File: src/rtl/cmf_pkg.sv
package cmf_pkg;
	localparam int CLK_MHZ        = 100;
	localparam int CYC_PER_MS     = CLK_MHZ * 1000;
	localparam int CYC_PER_US     = CLK_MHZ;
	localparam int CNT_W          = 28;
	localparam int VALID_MS       = 30;
	localparam int RETRY_MS       = 2000;
	localparam int BLINK_HALF_MS  = 250;
	localparam int PROBE_MS       = 10;
	localparam int PMID_US        = 500;
	localparam int VALID_CYC      = VALID_MS * CYC_PER_MS;
	localparam int RETRY_CYC      = RETRY_MS * CYC_PER_MS;
	localparam int BLINK_CYC      = BLINK_HALF_MS * CYC_PER_MS;
	localparam int PROBE_CYC      = PROBE_MS * CYC_PER_MS;
	localparam int PMID_CYC       = PMID_US * CYC_PER_US;
	localparam int FLOOR_BASE_MV  = 4225;
	localparam int FLOOR_STEP_MV  = 75;

	localparam logic [3:0] REG_FAULT   = 4'h0;
	localparam logic [3:0] REG_CTRL    = 4'h1;
	localparam logic [3:0] REG_FLOOR   = 4'h5;
	localparam logic [3:0] REG_HOSTPIN = 4'h6;
	localparam int CTRL_BOOST_BIT = 0;
	localparam int CTRL_HIZ_BIT   = 1;
	localparam int CTRL_INH_BIT   = 2;
	localparam int FAULT_ALLOW_BIT = 6;
	localparam int FLOOR_FLAG_BIT = 4;
	localparam int HOST_ALLOW_BIT = 0;
	localparam int HOST_POL_BIT   = 1;

	typedef enum logic [2:0]
	{
		FLT_NONE    = 3'h0,
		FLT_OVP     = 3'h1,
		FLT_SLEEP   = 3'h2,
		FLT_POOR    = 3'h3,
		FLT_BAT_OVP = 3'h4,
		FLT_THERMAL = 3'h5,
		FLT_NO_BAT  = 3'h7
	} cmf_fault_t;

	typedef enum logic [1:0]
	{
		STAT_READY = 2'h0,
		STAT_CHG   = 2'h1,
		STAT_DONE  = 2'h2,
		STAT_FAULT = 2'h3
	} cmf_stat_t;

	typedef enum logic [1:0]
	{
		MODE_CHARGE = 2'h0,
		MODE_NOCHG  = 2'h1,
		MODE_BOOST  = 2'h2,
		MODE_HIZ    = 2'h3
	} cmf_mode_t;

	typedef enum logic [2:0]
	{
		ST_VALIDATE = 3'b000,
		ST_CHARGE   = 3'b001,
		ST_PROBE    = 3'b011,
		ST_DONE     = 3'b010,
		ST_NOBAT    = 3'b110,
		ST_RETRY    = 3'b111,
		ST_OVP      = 3'b101
	} cmf_state_t;

	typedef struct packed
	{
		logic vbusAboveMin;
		logic vbusAboveOvp;
		logic vbusOvpClear;
		logic vbusBelowSleep;
		logic vbatOver4v8;
		logic vbatAbove2v;
		logic dieOverheat;
		logic dieCooled;
		logic floorLoopActive;
		logic termDetect;
		logic disablePin;
		logic hostPowerPin;
		logic pmidReady;
		logic vbusAboveTarget;
		logic valleyZero;
	} cmf_sense_t;

	typedef struct packed
	{
		logic      chargeEn;
		logic      inputSwitchOn;
		logic      reverseBlock;
		logic      probeDrainOn;
		logic      inputLimit500;
		logic      hiZ;
		logic      boostEn;
		logic      boostPulseAllow;
		cmf_mode_t opMode;
		logic [12:0] floorMv;
	} cmf_ctl_t;
endpackage

File: src/rtl/cmf_ctrl.sv
// Overview of operation
// floor flag in register 5 bit 4 shows the floor loop limits current
// register 5 bits 2:0 pick floor voltage, 4.225 V plus 75 mV per code
// overheat suspends charging, writes fault 101 and flags the status pin
// thermal suspend freezes timers and state; resumes once die has cooled
// input between minimum and battery plus margin enters sleep, blocks reverse
// input below minimum while charging stops charge, status 11, fault 011
// after undervoltage, retry wait of two seconds then restart on recovered input
// input overvoltage opens input switch, suspends charge, fault 001, status 11
// overvoltage clears about 200 mV lower; charge resumes after revalidation
// battery above 4.8 V gives fault 100, status 11 and status pin flag
// termination stops charge, status 10, probe drain; battery above 2 V gives 000
// battery below 2 V after probe means absent: no-battery mode, fault 111
// no-battery keeps charging at 500 mA; leaves on input reconnect or disable pin
// status pin open idle, low charging when allowed, 2 Hz toggle on any fault
// register 0 bits 2:0 carry the charge-mode fault code
// charging only with disable pin, inhibit bit and high-impedance bit all clear
// operating mode from high-impedance bit, boost request bit and fault state
// host power pin active level follows the polarity bit
// allowed active host pin enables boost even in high impedance
// high-impedance bit overrides the boost request bit
// burst skip: pulses inhibited above target, allowed below it
// input must stay valid 30 ms before charging starts
// boost fault clears boost request, forces high impedance, records fault
// boost fault when intermediate node not ready 500 us after boost start
// 2 Hz toggle from a clock divider restarted when a fault appears
// fault code latched until its cause clears or a newer fault replaces it
`timescale 1ns/1ps
module cmf_ctrl #(
	parameter logic [cmf_pkg::CNT_W-1:0] VALID_CYC = cmf_pkg::CNT_W'(cmf_pkg::VALID_CYC),
	parameter logic [cmf_pkg::CNT_W-1:0] RETRY_CYC = cmf_pkg::CNT_W'(cmf_pkg::RETRY_CYC),
	parameter logic [cmf_pkg::CNT_W-1:0] BLINK_CYC = cmf_pkg::CNT_W'(cmf_pkg::BLINK_CYC),
	parameter logic [cmf_pkg::CNT_W-1:0] PROBE_CYC = cmf_pkg::CNT_W'(cmf_pkg::PROBE_CYC),
	parameter logic [cmf_pkg::CNT_W-1:0] PMID_CYC  = cmf_pkg::CNT_W'(cmf_pkg::PMID_CYC)
)(
	input  wire logic               clk,
	input  wire logic               rst,
	input  wire logic [3:0]         addr,
	input  wire logic [7:0]         wrData,
	input  wire logic               wrStb,
	input  wire logic               rdStb,
	output logic [7:0]              rdData,
	input  wire cmf_pkg::cmf_sense_t senseIn,
	output cmf_pkg::cmf_ctl_t       ctl,
	output logic                    condPinOut,
	output logic                    condPinOe
);
	import cmf_pkg::*;

	initial
	begin
		if (VALID_CYC == '0 || RETRY_CYC == '0 || BLINK_CYC == '0 || PROBE_CYC == '0 || PMID_CYC == '0)
			$error("cmf_ctrl: cycle counts must be nonzero");
	end

	function automatic logic cntDone(input logic [CNT_W-1:0] cnt, input logic [CNT_W-1:0] lim);
		cntDone = (cnt >= lim - CNT_W'(1));
	endfunction

	cmf_sense_t senseMeta_q;
	cmf_sense_t sense_q;

	always_ff @(posedge clk)
	begin
		if (rst)
		begin
			senseMeta_q <= '0;
			sense_q     <= '0;
		end
		else
		begin
			senseMeta_q <= senseIn;
			sense_q     <= senseMeta_q;
		end
	end

	cmf_state_t       state_q, state_d;
	logic [CNT_W-1:0] cnt_q, cnt_d;
	logic [CNT_W-1:0] blinkCnt_q, blinkCnt_d;
	logic [CNT_W-1:0] bstCnt_q, bstCnt_d;
	cmf_fault_t       fault_q, fault_d;
	cmf_stat_t        stat_q, stat_d;
	logic             thermal_q, thermal_d;
	logic             batOvp_q, batOvp_d;
	logic             blink_q, blink_d;
	logic             burst_q, burst_d;
	logic             bstFault_q, bstFault_d;
	logic             boostReq_q, boostReq_d;
	logic             hizReq_q, hizReq_d;
	logic             inhibit_q, inhibit_d;
	logic             statAllow_q, statAllow_d;
	logic             hostAllow_q, hostAllow_d;
	logic             hostPol_q, hostPol_d;
	logic [2:0]       floorSel_q, floorSel_d;
	logic [7:0]       rdData_d;

	logic chargeAllow;
	logic inputValid;
	logic sleepCond;
	logic hostActive;
	logic boostOn;
	logic faultActive;
	logic charging;

	always_comb
	begin
		chargeAllow = !sense_q.disablePin && !inhibit_q && !hizReq_q;
		inputValid  = sense_q.vbusAboveMin && !sense_q.vbusAboveOvp;
		sleepCond   = sense_q.vbusAboveMin && sense_q.vbusBelowSleep;
		hostActive  = (sense_q.hostPowerPin == hostPol_q);
		boostOn     = (hostAllow_q && hostActive) || (!hizReq_q && boostReq_q);
		faultActive = (fault_q != FLT_NONE);
		charging    = (state_q == ST_CHARGE || state_q == ST_NOBAT) && !thermal_q && !batOvp_q && !sleepCond;
	end

	always_comb
	begin
		state_d     = state_q;
		cnt_d       = cnt_q;
		fault_d     = fault_q;
		stat_d      = stat_q;
		thermal_d   = thermal_q;
		batOvp_d    = batOvp_q;
		burst_d     = burst_q;
		bstCnt_d    = bstCnt_q;
		bstFault_d  = bstFault_q;
		boostReq_d  = boostReq_q;
		hizReq_d    = hizReq_q;
		inhibit_d   = inhibit_q;
		statAllow_d = statAllow_q;
		hostAllow_d = hostAllow_q;
		hostPol_d   = hostPol_q;
		floorSel_d  = floorSel_q;
		rdData_d    = '0;

		if (rdStb)
		begin
			case (addr)
				REG_FAULT:   rdData_d = {1'b0, statAllow_q, stat_q, 1'b0, fault_q};
				REG_CTRL:    rdData_d = {5'h0, inhibit_q, hizReq_q, boostReq_q};
				REG_FLOOR:   rdData_d = {3'h0, sense_q.floorLoopActive, 1'b0, floorSel_q};
				REG_HOSTPIN: rdData_d = {6'h0, hostPol_q, hostAllow_q};
				default:     rdData_d = '0;
			endcase
		end
		if (wrStb)
		begin
			case (addr)
				REG_FAULT:   statAllow_d = wrData[FAULT_ALLOW_BIT];
				REG_CTRL:
				begin
					boostReq_d = wrData[CTRL_BOOST_BIT];
					hizReq_d   = wrData[CTRL_HIZ_BIT];
					inhibit_d  = wrData[CTRL_INH_BIT];
					bstFault_d = 1'b0;
				end
				REG_FLOOR:   floorSel_d = wrData[2:0];
				REG_HOSTPIN:
				begin
					hostAllow_d = wrData[HOST_ALLOW_BIT];
					hostPol_d   = wrData[HOST_POL_BIT];
				end
				default:     ;
			endcase
		end

		// boost start-up watchdog on the intermediate node
		if (!boostOn || sense_q.pmidReady || bstFault_q)
			bstCnt_d = '0;
		else if (cntDone(bstCnt_q, PMID_CYC))
		begin
			bstCnt_d   = '0;
			bstFault_d = 1'b1;
			boostReq_d = 1'b0;
			fault_d    = FLT_SLEEP;
		end
		else
			bstCnt_d = bstCnt_q + CNT_W'(1);

		if (!boostOn)
			burst_d = 1'b0;
		else if (sense_q.vbusAboveTarget && sense_q.valleyZero)
			burst_d = 1'b1;

		if (sense_q.vbatOver4v8 && !batOvp_q)
		begin
			batOvp_d = 1'b1;
			fault_d  = FLT_BAT_OVP;
			stat_d   = STAT_FAULT;
		end
		else if (!sense_q.vbatOver4v8 && batOvp_q)
		begin
			batOvp_d = 1'b0;
			if (fault_q == FLT_BAT_OVP)
				fault_d = FLT_NONE;
		end

		if (thermal_q)
		begin
			if (sense_q.dieCooled && !sense_q.dieOverheat)
			begin
				thermal_d = 1'b0;
				if (fault_q == FLT_THERMAL)
					fault_d = FLT_NONE;
			end
		end
		else if (sense_q.dieOverheat)
		begin
			thermal_d = 1'b1;
			fault_d   = FLT_THERMAL;
			stat_d    = STAT_FAULT;
		end
		else
		begin
			// charge sequence advances only while the die is not suspended
			case (state_q)
				ST_VALIDATE:
				begin
					stat_d = (stat_q == STAT_FAULT) ? STAT_FAULT : STAT_READY;
					if (!inputValid || !chargeAllow || sleepCond)
						cnt_d = '0;
					else if (cntDone(cnt_q, VALID_CYC))
					begin
						cnt_d   = '0;
						state_d = ST_CHARGE;
						stat_d  = STAT_CHG;
						if (fault_q == FLT_POOR || fault_q == FLT_SLEEP)
							fault_d = FLT_NONE;
					end
					else
						cnt_d = cnt_q + CNT_W'(1);
					if (sense_q.vbusAboveOvp)
					begin
						state_d = ST_OVP;
						fault_d = FLT_OVP;
						stat_d  = STAT_FAULT;
					end
					else if (sleepCond && fault_q == FLT_NONE)
						fault_d = FLT_SLEEP;
				end
				ST_CHARGE, ST_PROBE, ST_DONE, ST_NOBAT:
				begin
					if (sense_q.vbusAboveOvp)
					begin
						state_d = ST_OVP;
						fault_d = FLT_OVP;
						stat_d  = STAT_FAULT;
						cnt_d   = '0;
					end
					else if (!sense_q.vbusAboveMin)
					begin
						cnt_d = '0;
						if (state_q == ST_CHARGE)
						begin
							state_d = ST_RETRY;
							fault_d = FLT_POOR;
							stat_d  = STAT_FAULT;
						end
						else
							state_d = ST_VALIDATE;
					end
					else if (sleepCond)
					begin
						state_d = ST_VALIDATE;
						fault_d = FLT_SLEEP;
						cnt_d   = '0;
					end
					else if (state_q == ST_NOBAT ? sense_q.disablePin : !chargeAllow)
					begin
						state_d = ST_VALIDATE;
						stat_d  = STAT_READY;
						cnt_d   = '0;
						if (fault_q == FLT_NO_BAT)
							fault_d = FLT_NONE;
					end
					else if (state_q == ST_CHARGE && sense_q.termDetect)
					begin
						state_d = ST_PROBE;
						stat_d  = STAT_DONE;
						cnt_d   = '0;
					end
					else if (state_q == ST_PROBE)
					begin
						if (cntDone(cnt_q, PROBE_CYC))
						begin
							cnt_d = '0;
							if (sense_q.vbatAbove2v)
							begin
								state_d = ST_DONE;
								fault_d = FLT_NONE;
							end
							else
							begin
								state_d = ST_NOBAT;
								fault_d = FLT_NO_BAT;
							end
						end
						else
							cnt_d = cnt_q + CNT_W'(1);
					end
				end
				ST_RETRY:
				begin
					if (sense_q.vbusAboveOvp)
					begin
						state_d = ST_OVP;
						fault_d = FLT_OVP;
						stat_d  = STAT_FAULT;
						cnt_d   = '0;
					end
					else if (!cntDone(cnt_q, RETRY_CYC))
						cnt_d = cnt_q + CNT_W'(1);
					else if (sense_q.vbusAboveMin)
					begin
						cnt_d   = '0;
						state_d = ST_VALIDATE;
					end
				end
				ST_OVP:
				begin
					cnt_d = '0;
					if (sense_q.vbusOvpClear)
					begin
						state_d = ST_VALIDATE;
						stat_d  = STAT_READY;
						if (fault_q == FLT_OVP)
							fault_d = FLT_NONE;
					end
				end
				default:
				begin
					state_d = ST_VALIDATE;
					cnt_d   = '0;
				end
			endcase
		end
	end

	always_comb
	begin
		blinkCnt_d = blinkCnt_q + CNT_W'(1);
		blink_d    = blink_q;
		if (!faultActive || fault_d != fault_q)
		begin
			blinkCnt_d = '0;
			blink_d    = 1'b1;
		end
		else if (cntDone(blinkCnt_q, BLINK_CYC))
		begin
			blinkCnt_d = '0;
			blink_d    = !blink_q;
		end
	end

	always_ff @(posedge clk)
	begin
		if (rst)
		begin
			state_q     <= ST_VALIDATE;
			cnt_q       <= '0;
			blinkCnt_q  <= '0;
			bstCnt_q    <= '0;
			fault_q     <= FLT_NONE;
			stat_q      <= STAT_READY;
			thermal_q   <= 1'b0;
			batOvp_q    <= 1'b0;
			blink_q     <= 1'b0;
			burst_q     <= 1'b0;
			bstFault_q  <= 1'b0;
			boostReq_q  <= 1'b0;
			hizReq_q    <= 1'b0;
			inhibit_q   <= 1'b0;
			statAllow_q <= 1'b1;
			hostAllow_q <= 1'b0;
			hostPol_q   <= 1'b1;
			floorSel_q  <= 3'h0;
			rdData      <= 8'h00;
		end
		else
		begin
			state_q     <= state_d;
			cnt_q       <= cnt_d;
			blinkCnt_q  <= blinkCnt_d;
			bstCnt_q    <= bstCnt_d;
			fault_q     <= fault_d;
			stat_q      <= stat_d;
			thermal_q   <= thermal_d;
			batOvp_q    <= batOvp_d;
			blink_q     <= blink_d;
			burst_q     <= burst_d;
			bstFault_q  <= bstFault_d;
			boostReq_q  <= boostReq_d;
			hizReq_q    <= hizReq_d;
			inhibit_q   <= inhibit_d;
			statAllow_q <= statAllow_d;
			hostAllow_q <= hostAllow_d;
			hostPol_q   <= hostPol_d;
			floorSel_q  <= floorSel_d;
			rdData      <= rdData_d;
		end
	end

	always_comb
	begin
		ctl.chargeEn        = charging && chargeAllow && !bstFault_q && !boostOn;
		ctl.inputSwitchOn   = (state_q != ST_OVP);
		ctl.reverseBlock    = sleepCond;
		ctl.probeDrainOn    = (state_q == ST_PROBE) && !thermal_q;
		ctl.inputLimit500   = (state_q == ST_NOBAT);
		ctl.hiZ             = !chargeAllow || bstFault_q;
		ctl.boostEn         = boostOn && !bstFault_q;
		// pulses only while boost runs; the skip entry condition inhibits at once
		ctl.boostPulseAllow = ctl.boostEn && !(sense_q.vbusAboveTarget && (burst_q || sense_q.valleyZero));
		ctl.floorMv         = 13'(FLOOR_BASE_MV) + 13'(FLOOR_STEP_MV) * {10'h0, floorSel_q};
		if (hizReq_q)
			ctl.opMode = MODE_HIZ;
		else if (faultActive)
			ctl.opMode = MODE_NOCHG;
		else if (boostReq_q)
			ctl.opMode = MODE_BOOST;
		else
			ctl.opMode = MODE_CHARGE;
		condPinOut = 1'b0;
		if (faultActive)
			condPinOe = blink_q;
		else
			condPinOe = ctl.chargeEn && statAllow_q;
	end
endmodule

File: config.mk
export PLATFORM = sky130hd
export DESIGN_NAME = cmf_ctrl
export DESIGN_NICKNAME = d
export VERILOG_FILES = /design/src/rtl/cmf_pkg.sv /design/src/rtl/cmf_ctrl.sv
export SDC_FILE = /design/constraint.sdc
export NUM_CORES = 1
export LEC_CHECK = 0
export ABC_AREA = 1
export BUFFER_PORTS_ARGS = -buffer_cell sky130_fd_sc_hd__buf_4
export CELL_PAD_IN_SITES_DETAIL_PLACEMENT = 1
export CELL_PAD_IN_SITES_GLOBAL_PLACEMENT = 2
export CORE_ASPECT_RATIO = 2
export CORE_MARGIN = 5
export CORE_UTILIZATION = 37
export CTS_CLUSTER_DIAMETER = 80
export CTS_CLUSTER_SIZE = 12
export DETAILED_ROUTE_END_ITERATION = 16
export HOLD_SLACK_MARGIN = 0.02
export PLACE_DENSITY_LB_ADDON = 0.1
export SYNTH_ARGS = -nofsm -noshare
export SYNTH_HDL_FRONTEND = slang
export SYNTH_SLANG_ARGS = --single-unit
File: constraint.sdc
create_clock -name clk -period 3.97 [get_ports clk]
set_input_delay 0.397 -clock clk [delete_from_list [all_inputs] [get_ports clk]]
set_output_delay 0.397 -clock clk [all_outputs]
set_load 0.01 [all_outputs]
After elaboration in Yosys (flattened, before gate mapping) --
Index checks and enable logic that the tools add are counted.
Storage, ports and cells: register bits 144, bits in latches 0, bits in writable memories 0, ROM bits 0, output and inout port bits 33, word-level logic and storage cells 251, memories kept 0
Cells by class: add/subtract/negate cells 4, multipliers 1, divide/modulo/power cells 0, magnitude comparators 5, eq/ne operators 27, shifts and indexed selects 0, mux-type cells 95, bitwise logic cells 4, reduce and logical (&&, ||, !) cells 66
Operators with widths (count):
- 28-bit 2-to-1 mux | 12
- 3-bit 2-to-1 mux | 43
- 28-bit by 1-bit adder with 28-bit output (second input constant) | 3
- 28-bit one-hot mux with 3 select lines | 1
- 2-bit 2-to-1 mux | 18
- 28-bit by 16-bit >= comparator with 1-bit output (second input constant) | 1
- 28-bit by 20-bit >= comparator with 1-bit output (second input constant) | 1
- 28-bit by 22-bit >= comparator with 1-bit output (second input constant) | 1
- 28-bit by 25-bit >= comparator with 1-bit output (second input constant) | 1
- 28-bit >= comparator (second input constant) | 1
- 7-bit one-hot mux with 4 select lines | 1
- 3-bit one-hot mux with 4 select lines | 2
- 1-bit logical AND | 23
- 3-bit == test (second input constant) | 6
- 1-bit 2-to-1 mux | 17
- 1-bit logical NOT | 16
- 3-bit != test (second input constant) | 5
- 7-bit != test (second input constant) | 2
- 13-bit by 10-bit adder with 13-bit output (first input constant) | 1
- 3-bit by 2-bit == test with 1-bit output (second input constant) | 4
- 1-bit logical OR | 10
- 7-bit by 3-bit multiplier with 10-bit output (first input constant) | 1
- 9-bit AND reduction | 1
- 4-bit by 3-bit == test with 1-bit output (second input constant) | 2
- 18 further kinds | 29

Logic depth before layout (Yosys ltp) --
Gate-level depths: netlist (run 1).
word-level depth 23, gate-level depth with buffers 23, mapped depth without buffers 22

Worst setup path after synthesis (run 1) --
No wires, ideal clock.
kind flip-flop to output port, from register floorSel_q[0], to output ctl[7] in the netlist's numbering, arrival 2157 ps, required time 3573 ps, slack 1416 ps, stages on the path, launching flop included 9, path buffers 0, cells stage by stage dfxtp_1 -> ha_1 -> ha_1 -> ha_1 -> a21o_1 -> a21oi_1 -> nor2_1 -> o21ai_0 -> xor2_1
RTL lines:
- start, declared | line cmf_ctrl.sv:94 | logic [2:0] floorSel_q, floorSel_d;
- start signal, assigned | line cmf_ctrl.sv:398 | floorSel_q <= floorSel_d;
- end, declared | line cmf_ctrl.sv:44 | output cmf_pkg::cmf_ctl_t ctl,

Final worst setup path (run 1) --
from register cnt_q[1], to register blinkCnt_q[2]
Between the ends: longest elaborated chain between the ends 14, elaborated cells between the ends (all ways) 19, those cells by class 2 x order compare; 1 x eq/ne; 14 x mux; 2 x reduce/logical
RTL lines:
- start, declared | line cmf_ctrl.sv:78 | logic [CNT_W-1:0] cnt_q, cnt_d;
- start signal, assigned | line cmf_ctrl.sv:382 | cnt_q <= cnt_d;
- 28-bit by 20-bit >= comparator with 1-bit output | line cmf_ctrl.sv:57 | cntDone = (cnt >= lim - CNT_W'(1));
- 3-bit 2-to-1 mux | line cmf_ctrl.sv:284 | if (cntDone(cnt_q, PROBE_CYC))
- 3-bit 2-to-1 mux | line cmf_ctrl.sv:282 | else if (state_q == ST_PROBE)
- 3-bit 2-to-1 mux | line cmf_ctrl.sv:276 | else if (state_q == ST_CHARGE && sense_q.termDetect)
- 3-bit 2-to-1 mux | line cmf_ctrl.sv:268 | else if (state_q == ST_NOBAT ? sense_q.disablePin : !chargeAllow)
- 3-bit 2-to-1 mux | line cmf_ctrl.sv:262 | else if (sleepCond)
- 3-bit 2-to-1 mux | line cmf_ctrl.sv:250 | else if (!sense_q.vbusAboveMin)
- 3-bit 2-to-1 mux | line cmf_ctrl.sv:243 | if (sense_q.vbusAboveOvp)
- 3-bit one-hot mux with 4 select lines (*) | line cmf_ctrl.sv:216 | case (state_q)
- 3-bit 2-to-1 mux (*) | line cmf_ctrl.sv:207 | else if (sense_q.dieOverheat)
- 3-bit 2-to-1 mux (*) | line cmf_ctrl.sv:198 | if (thermal_q)
- 3-bit != test (*) | line cmf_ctrl.sv:343 | if (!faultActive || fault_d != fault_q)
- 1-bit logical OR (*) | line cmf_ctrl.sv:343
- 3-bit OR reduction (no source line) (*)
- end signal, assigned | line cmf_ctrl.sv:383 | blinkCnt_q <= blinkCnt_d;
- end, declared | line cmf_ctrl.sv:79 | logic [CNT_W-1:0] blinkCnt_q, blinkCnt_d;
Mark *: on every way between the ends. The rest lies on a longest branch, timed or not. A chain may end at the register's enable or synchronous reset.

==> results of run 1 <==
power breakdown:
| group | switching, mW | internal [mW] |
|---|---|---|
| sequential | 0.0618 | 1.49 |
| combinational | 0.555 | 0.249 |
| clock | 0.654 | 0.871 |
| total | 1.27 | 2.60 |
routing by layer:
| metal | global-route usage | vias up | wire length (um) |
|---|---|---|---|
| met1 | 0.1659 | 3188 | 7443 |
| met2 | 0.4075 | 104 | 13030 |
| li1 | - | 3427 | - |
| met3 | 0.03490 | 46 | 521 |
| met5 | 0 | - | 0 |
| met4 | 0.09949 | 0 | 913 |
final cells by class:
class	count	area, um2	share of cell area
Tap cell	262	327.8	0.03746
Multi-Input combinational cell	720	3918	0.4477
Inverter	171	641.9	0.07335
Sequential cell	142	2843	0.3249
Timing Repair Buffer	61	457.9	0.05233
Clock inverter	10	78.83	0.009008
Clock buffer	22	484.2	0.05533
flip-flops by register name, indices dropped and copies added, names as in the netlist, 2 cells and up:
register	cells
sense_q	15
rdData	6
fault_q	3
blinkCnt_q	28
senseMeta_q	15
floorSel_q	3
bstCnt_q	28
state_q	3
stat_q	2
cnt_q	28
cells by family after synthesis:
| family | Yosys count |
|---|---|
| simple gates | 506 |
| buf+inv | 198 |
| flops | 142 |
| compound gates | 127 |
| xor+xnor | 48 |
| fa+ha+maj | 19 |
| other cells | 2 |
synthesized netlist by cell type, types with 2 or more instances:
master / instances / area share
nand3_1: 63 / 0.042
clkbuf_1: 7 / 0.0035
nor2_2: 5 / 0.0042
or2_1: 2 / 0.0017
or2_2: 5 / 0.0042
xnor2_1: 7 / 0.0082
buf_2: 7 / 0.0047
buf_1: 4 / 0.0020
inv_2: 8 / 0.0040
xor2_1: 41 / 0.048
o21ai_0: 29 / 0.019
buf_12: 2 / 0.0053
dfxtp_1: 142 / 0.38
o21ai_2: 4 / 0.0047
nor3b_1: 2 / 0.0020
nor4_1: 7 / 0.0058
a31oi_1: 9 / 0.0075
a21oi_1: 62 / 0.041
nor2_4: 25 / 0.038
nor3_2: 3 / 0.0040
ha_1: 18 / 0.030
nor2_1: 149 / 0.075
nand3_2: 6 / 0.0080
buf_4: 7 / 0.0070
conb_1: 2 / 0.0010
nor3_1: 23 / 0.015
nand3b_1: 8 / 0.0080
inv_1: 163 / 0.082
o211ai_1: 5 / 0.0050
nand2_2: 10 / 0.0083
nand2_1: 173 / 0.087
nand4_1: 21 / 0.018
a221oi_1: 3 / 0.0035
o2111ai_1: 2 / 0.0023
worst max-delay path, stage by stage, from the launching register on:
cell	delay, ns
dfxtp_1	0.35
ha_1	0.19
nand3_1	0.20
nor2_1	0.29
o21bai_1	0.12
nand2_1	0.07
nand2_1	0.06
nand2_2	0.09
nand3_2	0.11
a21oi_1	0.21
nand2_1	0.08
nand2_1	0.08
nand3_2	0.07
nand2_1	0.09
nand2_1	0.05
nand2_1	0.07
nand3_2	0.13
nor2_4	0.18
nand2_4	0.36
nor2_1	0.24
metrics by stage:
stage	std cells	power (mW)	hold slack [ns]	cell area, um2
5_1_grt	1388	4.078	0.1558	8751
4_1_cts	1388	3.927	0.1402	8751
3_3_place_gp	1356	2.377	0.3907	8188
6_report	1388	3.876	0.1598	8751
2_1_floorplan	1060	2.104	0.3883	7571
3_5_place_dp	1356	2.381	0.3961	8188
worst paths after layout:
path	from	end	slack (ns)	cells past startpoint
hold / removal	senseIn[7]	senseMeta_q[7]$_SDFF_PP0_	0.16	3
hold reg to reg	senseMeta_q[3]$_SDFF_PP0_	sense_q[3]$_SDFF_PP0_	0.41	2
setup / recovery	cnt_q[1]$_SDFFE_PP0P_	blinkCnt_q[2]$_SDFF_PP0_	0.82	19
setup reg to reg	cnt_q[1]$_SDFFE_PP0P_	blinkCnt_q[2]$_SDFF_PP0_	0.82	19
==> metrics.csv, run 1 <==
metric;value;unit
routability cong.;0.8958;
final hold viol count;0;
max_slew headroom;0.4671;
vias per cell;4.874;
Synth Warn #;0;
Slew Limit Fails;0;
PnR worst setup slack;0.8211;ns
mux share of post-synthesis cell area;0;
mapped cell area;0.007503;mm2
row cnt;73;
largest net degree at the start of global routing;70;
nets;1163;
I/O Buffers;54;
clock sink count;142;
PwrDens;442.9;mW/mm2
Mean Syn Cell Area;7.201;um2
clock skew;0.008467;ns
RSZ-0062 raised after global routing;no;
Die X;110.7;um
Max IR drop VDD;0.0002459;V
worst path required time;4.32;ns
commonest non-fill, non-tap cell in the layout;nand2_1;
first-pass GRT wire length;35.81;mm
Startpoint Class;flip-flop;
DRT antenna net count;0;
Post-Route Setup TNS;0;ns
I/O pins;64;
total gr overflow;0;
via count;6765;
Post-Synth Adder-Cell Area;0.03268;
setup violators final;0;
Initial Utilization;0.3768;
final period utilization;0.7932;
Max Fanout on Critical Path;25;
Skew-Pair Late Insertion Delay;0.44;ns
# DRC;0;
Leakage;3.595;nW
CTS Hold Bufs;0;
max-cap violations;0;
wire per inst;15.79;um
dpl hpwl;17.33;mm
Crit. End Element;flip-flop;
initial drt markers;258;
Synth Area in Compound Gates;0.09755;
commonest cells after routing, fill and taps aside;nand2_1 (173), inv_1 (163), nor2_1 (149), dfxtp_1 (142), nand3_1 (63);
Syn-to-layout area delta;16.62;%
Setup CP Type;flip-flop to flip-flop;
number of CTS-inserted buffers;17;
Die ar.;0.02340;mm2
core area;0.01991;mm2
antenna diode count;0;
H-tree Lvls;4;
#FFs+latches synth;142;
PostCTS Resize Cnt;0;
Main synth FF type;dfxtp_1;
clk root buf;clkbuf_16;
Worst Tran Pin Value;0.7994;ns
pre-CTS setup slack;0.7864;ns
largest family of logic cells by synthesized area;simple AND/OR/NAND/NOR gates;
CTS tree;built;
Die Ht;211.4;um
sequential area share after synthesis;0.3789;
initial antenna violation count;0;
Overall Global Routing Usage;0.1933;
fraction of registers with async set/reset;0;
filler cell count;2637;
status;complete, no violations;
EDFF count, synth;0;
1st-pass router iterations;4;
Post-Synth Simple-Gate Area;0.3258;
clk slew on worst S/H paths;0.06;ns
Hold Path Class;input pin to flip-flop;
Highest Clock Rate;0.3176;GHz
cell count after synthesis;1042;
post-synth cell types;52;
layout cells sized above 1;0.1439;
Longest Clk Path Bufs;2;
Routed WL;21.91;mm
setup bufs post-CTS;0;
final core utilization;0.4395;
XOR/XNOR Fraction of Synth Area;0.05603;
CP Data Arrival Time;3.50;ns
number of global-route vias before repair;7265;
post-layout minimum cycle time;3.149;ns
(Power assumes the default switching activity.)
==> inputs of run 2 (changes only) <==
--- a/config.mk
+++ b/config.mk
@@ -5,13 +5,13 @@
 export SDC_FILE = /design/constraint.sdc
 export NUM_CORES = 1
 export LEC_CHECK = 0
-export ABC_AREA = 1
+export ABC_AREA = 0
 export BUFFER_PORTS_ARGS = -buffer_cell sky130_fd_sc_hd__buf_4
 export CELL_PAD_IN_SITES_DETAIL_PLACEMENT = 1
 export CELL_PAD_IN_SITES_GLOBAL_PLACEMENT = 2
 export CORE_ASPECT_RATIO = 2
 export CORE_MARGIN = 5
-export CORE_UTILIZATION = 37
+export CORE_UTILIZATION = 36
 export CTS_CLUSTER_DIAMETER = 80
 export CTS_CLUSTER_SIZE = 12
 export DETAILED_ROUTE_END_ITERATION = 16
==> constraint.sdc (replaced) <==
create_clock -name clk -period 3.05 [get_ports clk]
set_input_delay 0.305 -clock clk [delete_from_list [all_inputs] [get_ports clk]]
set_output_delay 0.305 -clock clk [all_outputs]
set_load 0.01 [all_outputs]
==> run 2 against run 1 <==
The flow now finishes with violations (setup timing). Register-to-register slack got worse by 0.88 ns. Critical path depth is 6 lower. Sequential share of layout area is 2.7 points lower. First-iteration DRC count shrank 14%. Combinational power is 33% higher. Critical path type unchanged. Largest cell class unchanged. Largest power group is now the clock network. Highest routed layer unchanged.
==> metrics.csv, run 2 <==
metric;value;unit;change
status;finished, violations left;;was complete, no violations
failing checks;setup timing;;
I/O Buffers;54;;unchanged
initial antenna violation count;0;;unchanged
Highest Clock Rate;0.3217;GHz;was 0.3176 GHz
clk root buf;clkbuf_16;;unchanged
Synth Warn #;0;;unchanged
Syn-to-layout area delta;31.49;%;was 16.62%
worst path required time;3.37;ns;was 4.32 ns
commonest non-fill, non-tap cell in the layout;buf_4;;was nand2_1
vias per cell;5.380;;was 4.874
Overall Global Routing Usage;0.2143;;was 0.1933
Synth Area in Compound Gates;0.1613;;was 0.09755
largest family of logic cells by synthesized area;simple AND/OR/NAND/NOR gates;;unchanged
switching share of power;0.2739;;was 0.3279
Sequential Power Share;0.364;;was 0.399
I/O pins;64;;unchanged
final period utilization;1.019;;was 0.7932
wire per inst;19.02;um;was 15.79 um
Setup CP Type;flip-flop to flip-flop;;unchanged
Routed WL;24.48;mm;was 21.91 mm
Longest Clk Path Bufs;2;;unchanged
Max Fanout on Critical Path;7;;was 25
DRT antenna net count;0;;unchanged
Die Ht;211.2;um;was 211.4 um
PnR worst setup slack;-0.05824;ns;was 0.8211 ns
clock sink count;142;;unchanged
clock skew;0.008656;ns;was 0.008467 ns
post-synth cell types;79;;was 52
Hold Path Class;input pin to flip-flop;;unchanged
Worst path slowest cell;o41a_1;;was nand2_4
setup violators final;25;;was 0
Max stage delay on crit path;0.37;ns;was 0.36 ns
mapped cell area;0.007283;mm2;was 0.007503 mm2
#FFs+latches synth;142;;unchanged
fin cells;1287;;was 1388
top flop regs;blinkCnt_q x28, bstCnt_q x28, cnt_q x28;;unchanged
Critical R2R Launch;bstCnt_q[0]$_SDFF_PP0_;;was cnt_q[1]$_SDFFE_PP0P_
Max IR drop VDD;0.0004805;V;was 0.0002459 V
Pint;3.894;mW;was 2.605 mW
max_slew headroom;0.5031;;was 0.4671
RSZ-0062 raised after global routing;yes;;was no
Die X;110.6;um;was 110.7 um
top-count cell post-synth;dfxtp_1;;was nand2_1
Main synth FF type;dfxtp_1;;unchanged
Startpoint Class;flip-flop;;unchanged
Cell Chain, Critical Path;ha_4 > and3_4 > o41a_1 > nor3_2 > buf_4 > o211ai_1 > o221ai_1 > a22oi_2 > or3_1 > o211ai_1 > buf_4 > buf_12 > nor3_2;;was ha_1 > nand3_1 > nor2_1 > o21bai_1 > nand2_1 > nand2_1 > nand2_2 > nand3_2 > a21oi_1 > nand2_1 > nand2_1 > nand3_2 > nand2_1 > nand2_1 > nand2_1 > nand3_2 > nor2_4 > nand2_4 > nor2_1
Worst Tran Pin Value;0.7426;ns;was 0.7994 ns
commonest cells after routing, fill and taps aside;buf_4 (152), dfxtp_1 (138), nor2_1 (90), nand2_1 (60), nor2b_1 (43);;was nand2_1 (173), inv_1 (163), nor2_1 (149), dfxtp_1 (142), nand3_1 (63)
routability cong.;1.012;;was 0.8958
cell count after synthesis;861;;was 1042
Post-Synth Adder-Cell Area;0.03367;;was 0.03268
top post-synthesis cells by area;dfxtp_1 (39%), nor2_1 (4.6%), nor2b_1 (3.9%);;was dfxtp_1 (38%), nand2_1 (8.7%), inv_1 (8.2%)
top-area cell type share of the netlist area;0.3903;;was 0.3789
core area;0.01991;mm2;unchanged
final hold viol count;0;;unchanged
EDFF count, synth;0;;unchanged
Initial Utilization;0.3658;;was 0.3768
layout cells sized above 1;0.2537;;was 0.1439
CP Data Arrival Time;3.43;ns;was 3.50 ns
Crit. End Element;flip-flop;;unchanged
via count;6924;;was 6765
post-layout minimum cycle time;3.108;ns;was 3.149 ns
CTS Hold Bufs;0;;unchanged
first-pass GRT wire length;39.75;mm;was 35.81 mm
Skew-Pair Late Insertion Delay;0.43;ns;was 0.44 ns
total gr overflow;0;;unchanged
mux share of post-synthesis cell area;0.01958;;was 0
H-tree Lvls;4;;unchanged
PwrDens;560.0;mW/mm2;was 442.9 mW/mm2
Worst Hold Launch;senseIn[7];;unchanged
nets;1062;;was 1163
clk slew on worst S/H paths;0.06;ns;about the same
commonest cells in the synthesized netlist;dfxtp_1 (142), nor2_1 (90), nand2_1 (60);;was nand2_1 (173), inv_1 (163), nor2_1 (149)
total net switching power;1.469;mW;was 1.271 mW
XOR/XNOR Fraction of Synth Area;0.05291;;was 0.05603
Post-Synth Simple-Gate Area;0.2962;;was 0.3258
sequential area share after synthesis;0.3903;;was 0.3789
fraction of registers with async set/reset;0;;unchanged
antenna diode count;0;;unchanged
Slew Limit Fails;0;;unchanged
largest net degree at the start of global routing;52;;was 70
dpl hpwl;18.77;mm;was 17.33 mm
Die ar.;0.02335;mm2;was 0.02340 mm2
DP Cell Count;1244;;was 1356
Leakage;3.807;nW;was 3.595 nW
CTS tree;built;;unchanged
# DRC;0;;unchanged
number of CTS-inserted buffers;17;;unchanged
initial drt markers;222;;was 258
Tot Pwr;5.363;mW;was 3.876 mW
Clk pwr share;0.436;;was 0.393
Comb pwr share;0.200;;was 0.207
1st-pass router iterations;4;;unchanged
row cnt;73;;unchanged
crit path from;bstCnt_q[0]$_SDFF_PP0_;;was cnt_q[1]$_SDFFE_PP0P_
number of global-route vias before repair;7671;;was 7265
area leader, netlist;dfxtp_1;;unchanged
final core utilization;0.4810;;was 0.4395
Mean Syn Cell Area;8.459;um2;was 7.201 um2
max-cap violations;0;;unchanged
run 2: final timing paths:
path                                                   to  slack [ns]  cells after the start
worst max-delay path            blinkCnt_q[11]$_SDFF_PP0_       -0.06                     13
worst min-delay path            senseMeta_q[7]$_SDFF_PP0_        0.09                      2
worst max register to register  blinkCnt_q[11]$_SDFF_PP0_       -0.06                     13
worst min register to register     sense_q[11]$_SDFF_PP0_        0.43                      1
run 2: kinds of logic after synthesis:
logic type      after synthesis
compound gates              171
xor+xnor                     44
fa+ha+maj                    19
buf+inv                      76
flops                       142
mux                          14
other cells                   2
simple gates                393
run 2: area by class of cell:
class	instances	area (um2)
clock inverters	12	206.4
multi-input cells	661	4330
repair buffers	159	1289
well taps	262	327.8
fillers	2417	10330
inverters	31	116.4
flip-flops and latches	142	2850
clock buffers	20	456.7
run 2: per-layer routing:
| layer | global-route usage | vias to the layer above | routed length [um] |
|---|---|---|---|
| met5 | 0 | - | 0 |
| li1 | - | 3331 | - |
| met1 | 0.1894 | 3426 | 8244 |
| met2 | 0.4406 | 99 | 14350 |
| met4 | 0.1241 | 0 | 1428 |
| met3 | 0.03526 | 68 | 458 |
run 2: through the flow:
stage               worst slack, ns  hold WS [ns]  instance area, um2  setup TNS (ns)
floorplan                    0.1134        0.4138                7351               0
global placement           0.007104        0.4174                8633               0
detailed placement         -0.06470        0.4262                8633          -1.023
CTS                        -0.03184       0.06945                9463         -0.3986
global route                -0.1845       0.07675                9577          -4.299
finish                     -0.05824       0.08639                9577          -1.176
run 2: power by group through the flow:
stage          Sequential, mW  Clock [mW]  Combinational (mW)
2_1_floorplan            1.97           0               0.509
3_5_place_dp             1.99           0               0.888
5_1_grt                  1.96        2.49                1.15
3_3_place_gp             1.99           0               0.868
6_report                 1.95        2.34                1.07
4_1_cts                  1.95        2.40                1.06
run 2: worst max-delay path: cells and delay by family (launching register included):
kind / cells / cell delay [ns]
compound gates: 5 / 1.17
simple gates: 4 / 0.78
buf+inv: 3 / 0.54
flops: 1 / 0.33
fa+ha+maj: 1 / 0.16
run 2: repair_timing:
item	in CTS	in global routing
pin swaps	8	5
endpoints found under the setup margin	30	39
cloned	3	0
setup buffers	5	3
resized for setup	20	22
